<file path="src/ob0_defines.vh">
`ifndef OB0_DEFINES_VH
`define OB0_DEFINES_VH

// ==========================================================
// Register offsets
`define OB0_OFF_DATA 12'h000
`define OB0_OFF_CMD 12'h004
`define OB0_OFF_STATUS 12'h008
`define OB0_OFF_DECODE 12'h00c

// ==========================================================
// Option byte field positions
`define OB0_RSV_BIT 7
`define OB0_RANGE_HI 6
`define OB0_RANGE_LO 4
`define OB0_SEC_HI 3
`define OB0_SEC_LO 2
`define OB0_RDP_BIT 1
`define OB0_WRP_BIT 0

// ==========================================================
// Command register bits
`define OB0_CMD_ERASE_BIT 0

// ==========================================================
// Values
`define OB0_BLANK 8'hff
`define OB0_RANGE_LP 3'h0
`define OB0_RANGE_MP 3'h1
`define OB0_RANGE_MS 3'h2
`define OB0_RANGE_HS 3'h3
`define OB0_RANGE_VLP 3'h4
`define OB0_RANGE_EXT_OSC 3'h5
`define OB0_RANGE_RSV 3'h6
`define OB0_RANGE_EXT_PB4 3'h7
`define OB0_SIZE_HALF_K 13'h0200
`define OB0_SIZE_1K 13'h0400
`define OB0_SIZE_2K 13'h0800
`define OB0_SIZE_4K 13'h1000
`define OB0_RC_STARTUP 9'h100

// ==========================================================
// Timing
`define OB0_LOAD_WAIT 2'h3

`endif

</file>
<file path="src/ob0_config_decode.v">
`include "ob0_defines.vh"

// How it works
// - Option byte reads and writes succeed only while programming mode is asserted.
// - Resonator range applies only when the internal RC oscillator is deselected.
// - Range codes select resonator band, external clock pin, or reserved.
// - Blank storage holds all ones; its set bit zero keeps the user from ever programming it.
// - Two-bit sector field selects first block of 0.5, 1, 2 or 4 KB.
// - Bit one enables readout protection; erasing it first erases all memory.
// - Bit zero blocks all later erase and programming, itself included.
module ob0_config_decode (
    input wire ref_clk,
    input wire nrst,
    input wire psel,
    input wire penable,
    input wire pwrite,
    input wire [11:0] paddr,
    input wire [31:0] pwdata,
    output wire [31:0] prdata,
    output wire pready,
    output wire pslverr,
    input wire prog_mode,
    input wire rc_osc_off,
    output wire [2:0] resonator_range_select,
    output wire low_power_range,
    output wire medium_power_range,
    output wire medium_speed_range,
    output wire high_speed_range,
    output wire watch_crystal_range,
    output wire external_clock_input,
    output wire resonator_pin_one,
    output wire port_b_pin4,
    output wire range_reserved,
    output wire rc_startup_256,
    output wire [12:0] first_block_size,
    output wire readout_protect,
    output wire write_protect,
    output wire mass_erase,
    output wire config_valid
);
    // ==========================================================
    // Declarations
    reg [7:0] nv_byte_ff;
    reg [7:0] nxt_nv_byte;
    reg [1:0] prog_sync_ff;
    reg [1:0] rc_sync_ff;
    reg [1:0] load_cnt_ff;
    reg loaded_ff;
    reg pready_ff;
    reg [31:0] prdata_ff;
    reg pslverr_ff;
    reg [31:0] nxt_prdata;
    reg nxt_pslverr;
    reg mass_erase_ff;
    reg nxt_mass_erase;
    reg [2:0] range_ff;
    reg [7:0] sel_ff;
    reg range_rsv_ff;
    reg rc_start_ff;
    reg [12:0] size_ff;
    reg rdp_ff;
    reg wrp_ff;
    reg [12:0] size_dec;
    wire [7:0] sel_dec;
    wire rsv_dec;
    wire prog_on;
    wire rc_off_s;
    wire setup_phase;
    wire commit;
    wire hit_data;
    wire hit_cmd;
    wire hit_status;
    wire hit_decode;

    // ==========================================================
    // Pin synchronisers
    // Both pins come from outside the clock domain.
    always @(posedge ref_clk or negedge nrst) begin
        if (!nrst) begin
            prog_sync_ff <= 2'h0;
            rc_sync_ff <= 2'h0;
        end else begin
            prog_sync_ff <= {prog_sync_ff[0], prog_mode};
            rc_sync_ff <= {rc_sync_ff[0], rc_osc_off};
        end
    end
    assign prog_on = prog_sync_ff[1];
    assign rc_off_s = rc_sync_ff[1];

    // ==========================================================
    // APB decode
    // One wait state lets every answer come from a flip-flop.
    assign setup_phase = psel & penable & ~pready_ff;
    assign commit = psel & penable & pready_ff;
    assign hit_data = (paddr == `OB0_OFF_DATA);
    assign hit_cmd = (paddr == `OB0_OFF_CMD);
    assign hit_status = (paddr == `OB0_OFF_STATUS);
    assign hit_decode = (paddr == `OB0_OFF_DECODE);

    always @* begin
        nxt_prdata = 32'h0000_0000;
        nxt_pslverr = 1'b0;
        if (hit_data) begin
            if (!prog_on) begin
                nxt_pslverr = 1'b1;
            end else if (!pwrite) begin
                nxt_prdata = {24'h00_0000, nv_byte_ff};
            end
        end else if (hit_cmd) begin
            if (!prog_on || wrp_byte_blocked(nv_byte_ff)) begin
                nxt_pslverr = pwrite;
            end
        end else if (hit_status) begin
            nxt_pslverr = pwrite;
            nxt_prdata = {29'h0000_0000, loaded_ff, rc_off_s, prog_on};
        end else if (hit_decode) begin
            nxt_pslverr = pwrite;
            nxt_prdata = {5'h00, size_ff, rc_start_ff, range_rsv_ff, sel_ff[6:0],
                range_ff, rdp_ff, wrp_ff};
        end else begin
            nxt_pslverr = 1'b1;
        end
    end

    function wrp_byte_blocked;
        input [7:0] b;
        begin
            wrp_byte_blocked = b[`OB0_WRP_BIT];
        end
    endfunction

    // ==========================================================
    // Non-volatile option byte
    always @* begin
        nxt_nv_byte = nv_byte_ff;
        nxt_mass_erase = 1'b0;
        // Programming is locked for good once write protection is set.
        if (commit && pwrite && prog_on && !nv_byte_ff[`OB0_WRP_BIT]) begin
            if (hit_data) begin
                // The reserved bit is stored as given; the tool must send one.
                nxt_nv_byte = pwdata[7:0];
            end else if (hit_cmd && pwdata[`OB0_CMD_ERASE_BIT]) begin
                nxt_nv_byte = `OB0_BLANK;
                nxt_mass_erase = nv_byte_ff[`OB0_RDP_BIT];
            end
        end
    end

    always @(posedge ref_clk or negedge nrst) begin
        if (!nrst) begin
            pready_ff <= 1'b0;
            prdata_ff <= 32'h0000_0000;
            pslverr_ff <= 1'b0;
            mass_erase_ff <= 1'b0;
        end else begin
            pready_ff <= setup_phase;
            prdata_ff <= setup_phase ? nxt_prdata : 32'h0000_0000;
            pslverr_ff <= setup_phase ? nxt_pslverr : 1'b0;
            mass_erase_ff <= nxt_mass_erase;
        end
    end

    // The flip-flop model of the cell starts blank after power-up reset.
    always @(posedge ref_clk or negedge nrst) begin
        if (!nrst) begin
            nv_byte_ff <= `OB0_BLANK;
        end else begin
            nv_byte_ff <= nxt_nv_byte;
        end
    end

    // ==========================================================
    // Decode and latch
    ob0_range_decode ob0_range_decode_i (
        .code(nv_byte_ff[`OB0_RANGE_HI:`OB0_RANGE_LO]),
        .rc_off(rc_off_s),
        .sel_onehot(sel_dec),
        .range_reserved(rsv_dec)
    );

    always @* begin
        case (nv_byte_ff[`OB0_SEC_HI:`OB0_SEC_LO])
            2'h0: size_dec = `OB0_SIZE_HALF_K;
            2'h1: size_dec = `OB0_SIZE_1K;
            2'h2: size_dec = `OB0_SIZE_2K;
            default: size_dec = `OB0_SIZE_4K;
        endcase
    end

    // Capture waits for the RC select pin to clear its synchroniser.
    // Changes made while programming never show here: the next reset returns the byte to blank before the capture.
    always @(posedge ref_clk or negedge nrst) begin
        if (!nrst) begin
            load_cnt_ff <= 2'h0;
            loaded_ff <= 1'b0;
            range_ff <= 3'h0;
            sel_ff <= 8'h00;
            range_rsv_ff <= 1'b0;
            rc_start_ff <= 1'b0;
            size_ff <= 13'h0000;
            rdp_ff <= 1'b0;
            wrp_ff <= 1'b0;
        end else if (!loaded_ff) begin
            load_cnt_ff <= load_cnt_ff + 2'h1;
            if (load_cnt_ff == `OB0_LOAD_WAIT) begin
                loaded_ff <= 1'b1;
                range_ff <= rc_off_s ? nv_byte_ff[`OB0_RANGE_HI:`OB0_RANGE_LO] : 3'h0;
                sel_ff <= sel_dec;
                range_rsv_ff <= rsv_dec;
                rc_start_ff <= ~rc_off_s;
                size_ff <= size_dec;
                rdp_ff <= nv_byte_ff[`OB0_RDP_BIT];
                wrp_ff <= nv_byte_ff[`OB0_WRP_BIT];
            end
        end
    end

    // ==========================================================
    // Outputs
    assign prdata = prdata_ff;
    assign pready = pready_ff;
    assign pslverr = pslverr_ff;
    assign resonator_range_select = range_ff;
    assign low_power_range = sel_ff[0];
    assign medium_power_range = sel_ff[1];
    assign medium_speed_range = sel_ff[2];
    assign high_speed_range = sel_ff[3];
    assign watch_crystal_range = sel_ff[4];
    assign resonator_pin_one = sel_ff[5];
    assign port_b_pin4 = sel_ff[6];
    assign external_clock_input = sel_ff[7];
    assign range_reserved = range_rsv_ff;
    assign rc_startup_256 = rc_start_ff;
    assign first_block_size = size_ff;
    assign readout_protect = rdp_ff;
    assign write_protect = wrp_ff;
    assign mass_erase = mass_erase_ff;
    assign config_valid = loaded_ff;
endmodule

</file>
<file path="src/ob0_range_decode.v">
`include "ob0_defines.vh"

// ==========================================================
// Resonator range decoder
module ob0_range_decode (
    input wire [2:0] code,
    input wire rc_off,
    output reg [7:0] sel_onehot,
    output reg range_reserved
);
    always @* begin
        sel_onehot = 8'h00;
        range_reserved = 1'b0;
        // With the internal RC selected the field carries no meaning.
        if (rc_off) begin
            case (code)
                `OB0_RANGE_LP: sel_onehot = 8'h01;
                `OB0_RANGE_MP: sel_onehot = 8'h02;
                `OB0_RANGE_MS: sel_onehot = 8'h04;
                `OB0_RANGE_HS: sel_onehot = 8'h08;
                `OB0_RANGE_VLP: sel_onehot = 8'h10;
                // Bit 7 flags an external clock on either pin.
                `OB0_RANGE_EXT_OSC: sel_onehot = 8'ha0;
                `OB0_RANGE_EXT_PB4: sel_onehot = 8'hc0;
                default: range_reserved = 1'b1;
            endcase
        end
    end
endmodule
</file>
<file path="config.mk">
export PLATFORM = sky130hd
export DESIGN_NAME = ob0_config_decode
export DESIGN_NICKNAME = d
export VERILOG_FILES = /design/src/ob0_config_decode.v /design/src/ob0_range_decode.v
export VERILOG_INCLUDE_DIRS = /design/src /design/src/src
export SDC_FILE = /design/constraint.sdc
export NUM_CORES = 1
export LEC_CHECK = 0
export BUFFER_PORTS_ARGS = -buffer_cell sky130_fd_sc_hd__buf_2
export CORE_MARGIN = 1.5
export CORE_UTILIZATION = 46
export DETAILED_ROUTE_END_ITERATION = 8
export PLACE_DENSITY = 0.79
export SYNTH_ARGS = -nofsm -noshare
export SYNTH_HDL_FRONTEND = slang
export SYNTH_HIERARCHICAL = 1
export SYNTH_SLANG_ARGS = --single-unit
</file>
<file path="constraint.sdc">
create_clock -name ref_clk -period 2.3 [get_ports ref_clk]
set_input_delay 0.69 -clock ref_clk [delete_from_list [all_inputs] [get_ports ref_clk]]
set_output_delay 0.69 -clock ref_clk [all_outputs]
set_load 0.03 [all_outputs]
</file>
**Yosys cells after proc, flatten, opt, wreduce, memory -nomap -nowiden**

Cells that the tools add are included.

- Bits in registers: 78
- Input bits: 51
- Output and inout bits: 64
- Word-level logic and storage cells: 76

- Add/subtract/negate cells: 1
- Equal/unequal tests: 12
- Muxes and demuxes: 27
- Bitwise logic cells: 6
- Reduce and logical (&&, ||, !) cells: 14

Operator list:

| operator | count |
|---|---|
| $mux W27 | 3 |
| $mux W32 | 2 |
| $pmux W8 S7 | 1 |
| $mux W8 | 5 |
| $pmux W13 S3 | 1 |
| $eq A12 B4 Y1 const B | 2 |
| $mux W1 | 14 |
| $eq A12 B3 Y1 const B | 1 |
| $logic_not A12 Y1 | 1 |
| $eq A3 B3 Y1 const B | 3 |
| $reduce_or A7 Y1 | 1 |
| $eq A3 B2 Y1 const B | 2 |
| $eq A2 B2 Y1 const B | 2 |
| $logic_and A1 B1 Y1 | 4 |
| $reduce_and A2 Y1 | 2 |
| $and A1 B1 Y1 | 3 |
| $eq A3 B1 Y1 const B | 1 |
| $logic_not A3 Y1 | 1 |
| $mux W3 | 1 |
| $not A1 Y1 | 3 |
| $add A2 B1 Y2 const B | 1 |
| $eq A2 B1 Y1 const B | 1 |
| $logic_not A1 Y1 | 2 |
| $logic_not A2 Y1 | 1 |
| 2 further kinds | 2 |

**Depth between registers and ports, before layout**

- Depth after elaboration: 6
- Mapped depth: 6
- Depth with buffers taken out: 4

**By module**

Netlist, hierarchy kept.

Modules (own cells, without submodules):

| module | times used | cells each | area each (µm²) | sequential area each (µm²) |
|---|---|---|---|---|
| ob0_config_decode | 1 | 180 | 2319.7 | 1386.3 |
| ob0_range_decode | 1 | 9 | 103.8 | 0.0 |

**Worst setup path after synthesis**

OpenSTA, ideal clock, no wires.

- Path type: input port to flip-flop
- Start: input paddr[9]
- End: register prdata_ff[13], in the netlist prdata[13]
- Setup time: 0.067 ns
- Arrival: 1.916 ns
- Required time: 2.233 ns
- Slack: 0.316 ns
- Cell stages on the path: 6
- Buffers on the path: 2
- Cells stage by stage: or4_4 -> nor2_4 -> and3_1 -> buf_4 -> buf_6 -> and3_1

- Cells in the longest elaborated chain, start to end: 6
- Elaborated cells between the ends (all ways): 9
- Those cells by class: eq/ne (3); mux (5); reduce/logical (1)

Ends and longest elaborated chain:

| item | RTL line | source |
|---|---|---|
| start, declared | ob0_config_decode.v:17 | `input wire [11:0] paddr,` |
| $eq A12 B4 Y1 (no source line) | n/a |  |
| $mux W27 | ob0_config_decode.v:116 | `end else if (hit_decode) begin` |
| $mux W27 | ob0_config_decode.v:113 | `end else if (hit_status) begin` |
| $mux W27 | ob0_config_decode.v:109 | `end else if (hit_cmd) begin` |
| $mux W32 * | ob0_config_decode.v:103 | `if (hit_data) begin` |
| $mux W32 * | ob0_config_decode.v:157 | `prdata_ff <= setup_phase ? nxt_prdata : 32'h0000_0000;` |
| end signal, assigned | ob0_config_decode.v:157 |  |
| end, declared | ob0_config_decode.v:50 | `reg [31:0] prdata_ff;` |

Mark *: on every way between the ends. The rest lies on a longest branch, timed or not.
A chain may end at the register's enable or synchronous reset.

**Final worst setup path**

- Start: input paddr[1]
- End: register nv_byte_ff[1]

- Cells in the longest elaborated chain, start to end: 4
- Elaborated cells between the ends (all ways): 6
- Those cells by class: eq/ne (1); mux (1); reduce/logical (4)

Ends and longest elaborated chain:

| item | RTL line | source |
|---|---|---|
| $eq A12 B3 Y1 (no source line) | n/a |  |
| $logic_and A1 B1 Y1 | ob0_config_decode.v:142 | `` end else if (hit_cmd && pwdata[`OB0_CMD_ERASE_BIT]) begin `` |
| $reduce_bool A2 Y1 (no source line) | n/a |  |
| $reduce_and A2 Y1 (no source line) | n/a |  |
| end signal, assigned | ob0_config_decode.v:166 | `` nv_byte_ff <= `OB0_BLANK; `` |
| end signal, assigned | ob0_config_decode.v:168 | `nv_byte_ff <= nxt_nv_byte;` |
| end, declared | ob0_config_decode.v:43 | `reg [7:0] nv_byte_ff;` |

Parallel ways exist; a longest one is shown, timed or not.

==> results.yml <==
run_status:
  outcome: "complete, no violations"
layout:
  area_growth_pct: 17.4
  drive_gt1_share_pct: 48.5
  layout_common_cells: "67 x buf_2, 47 x dfrtp_1, 23 x conb_1, 15 x mux2_2, 15 x nand2_1"
  fin_nets: 311
  layout_commonest_cell: "buf_2"
  final_core_util_pct: 55.7
  antenna_cells: 0
setup_path:
  crit_required_ns: 2.56
  critPathCaptureType: "flip-flop"
  cp_top_family: "simple AND/OR/NAND/NOR gates"
  cpPeakStageDelay_ns: 0.56
  path_buf_inv: 1
  cp_cell_sequence: "buf_2, or4b_4, nor4_4, and3_1, o22a_2"
  cp-startpoint: "paddr[1]"
  slowest_stage: "or4b_4"
  critPathKind: "input port to flip-flop"
  critPathMaxFanout: 7
  startpoint_type: "input port"
  r2r_start: "prog_sync_ff[1]"
  cp.arrival_ns: 2.19
drt:
  drt_iter0_markers: 90
  final_antenna_net_count: 0
  drc_errors: 0
  avgRoutedWirePerCell_microns: 13.7
  vias: 1637
  drt-total-wl_mm: 4.53
  drtPass1Iterations: 4
  viasPerCell: 4.96
die:
  start_util_pct: 47.5
  rows: 26
  die_y_microns: 75.6
  io_pins: 115
  dieWidth_microns: 75.6
  die_area_sq_um: 5710
  coreArea_sq_um: 5110
synth:
  ys_ff_latch: 55
  ys_types: 39
  avgSynthCellArea_sq_um: 12.8
  yosys_warnings: 6
  ys_seq_area_share_pct: 57.2
  syn-cell-area_sq_um: 2420
  syn_inst: 189
placed_design:
  post-dp-hpwl_mm: 3.34
  place_congestion: 0.796
  io_buffers: 67
sta:
  rsz0062_at_grt: "no"
  clock_skew_ns: 0.00572
  timing.fmax_ghz: 0.518
  finalCritPeriodShare_pct: 84.0
  hold_viol_final: 0
  slew_viol_final: 0
  tns_ns: 0
  min_period_ns: 1.93
  setup_viol: 0
flow_run:
  cap_viol_max_count: 0
power_and_ir_drop:
  p_per_area_nw_per_um2: 590
  cellLeakagePower_nw: 1.54
  peakVddDrop_mv: 0.414
clock_tree:
  cts-root-buf: "clkbuf_8"
  cts_sinks: 55
  post-cts-setup-buffer-count: 0
  cts_inserted_buffers: 5
  cts_resized: 0
  ctsHoldBuffers: 0
  clock_latency_ns: 0.30
  cts_tree: "yes"
  h-tree-depth: 2
  clock_path_buffers: 2
  clk_pin_slew_ns: 0.09
global_routing:
  grt_pass1_vias: 1530
  grt_overflow_total: 0
  met1_usage_pct: 22.4
  antenna_found_initial: 0
  grt_use_met2_pct: 27.7
  track_usage_pct: 17.2
  met3_usage_pct: 5.03
  busiest_layer: "met2"
  grt_max_degree: 28
  grt_pass1_wl_mm: 7.30
hold_path:
  hold_path_class: "input port to async pin"
[final timing paths]
kind	end	slack [ns]	cells past startpoint
setup / recovery	nv_byte_ff[1]	0.37	5
hold / removal	mass_erase	0.29	1
setup reg to reg	nv_byte_ff[1]	0.50	4
hold reg to reg	prog_sync_ff[1]	0.36	0
max in group asynchronous	first_block_size[12]	1.38	2
min in group ref_clk	prog_sync_ff[1]	0.36	0
[area by class of cell]
cell class | instances | area [sq um]
multi-input combinational | 123 | 888
sequential | 55 | 1390
timing repair buffer | 73 | 380
tap | 70 | 87.6
clock buffer | 8 | 100
fill | 464 | 2260
inverter | 1 | 3.75
[report_power, final]
part           internal (mW)  switching, mW  leakage [nW]
clock network          0.275          0.292        0.0515
logic                 0.0332         0.0989         0.771
registers              0.974        0.00718         0.713
[per-layer routing]
metal,vias up,routed length (microns)
li1,767,-
met1,805,2020
met2,56,2190
met3,9,243
met4,0,73
met5,-,0
[logic make-up (layout without fill, tap and decap cells)]
logic type / after synthesis / after routing / share of synthesized area [%]
muxes: 15 / 15 / 6.97
AOI/OAI and AO/OA: 26 / 26 / 8.73
other: 1 / 23 / 0.155
buffers and inverters: 33 / 82 / 9.55
and+or+nand+nor: 57 / 57 / 16.5
xor gates and xnor gates: 1 / 1 / 0.361
adders and majority gates: 1 / 1 / 0.516
DFF: 55 / 55 / 57.2
[cell usage after synthesis (all sizes together)]
master   number  area [sq um]
a32o          5          50.1
dfstp         8           210
or4b          1          13.8
buf          27           208
and3         14          88.8
clkbuf        5          20.0
o22a          7          70.1
dfrtp        47          1180
or2           1          6.26
and4bb        3          37.5
inv           1          3.75
a21o          1          7.51
a2bb2oi       1          8.76
a22o          3          26.3
and4          1          10.0
or4           2          22.5
nor4b         2          23.8
conb          1          3.75
nand2        15          56.3
xnor2         1          8.76
nor3          1          5.00
o21ai         7          35.0
mux2         15           169
a31oi         1          6.26
nand2b        5          31.3
ha            1          12.5
and4b         3          33.8
o31ai         1          7.51
nand3b        2          18.8
nor2          5          26.3
nor4          1          21.3
nand3         1          5.00
[stage by stage]
| stage | std cells | hold WS, ns | setup WS [ns] | instance area (sq um) | power (mW) |
|---|---|---|---|---|---|
| after global routing | 330 | 0.297 | 0.308 | 2850 | 1.76 |
| after global placement | 322 | 0.331 | 0.0825 | 2750 | 1.13 |
| final | 330 | 0.285 | 0.369 | 2850 | 1.68 |
| after CTS | 330 | 0.293 | 0.370 | 2850 | 1.70 |
| after floorplan | 211 | 0.331 | 0.316 | 2510 | 1.11 |
| after detailed placement | 322 | 0.342 | 0.0541 | 2750 | 1.13 |
[worst reg2reg max path, stage by stage (launching register included)]
cell,delay (ns)
dfrtp_1,0.42
or4b_4,0.51
nor4_4,0.29
and3_1,0.36
o22a_2,0.18
[sequential cells by signal, indices dropped and copies added (netlist names)]
signal,flops
config_valid,1
first_block_size,4
load_cnt_ff,2
mass_erase,1
nv_byte_ff,8
prdata,18
pready,1
prog_sync_ff,2
pslverr,1
range_reserved,1
rc_startup_256,1
rc_sync_ff,2
readout_protect,1
resonator_range_select,3
sel_ff,8
write_protect,1
No activity file was read; power rests on OpenSTA's default activity.
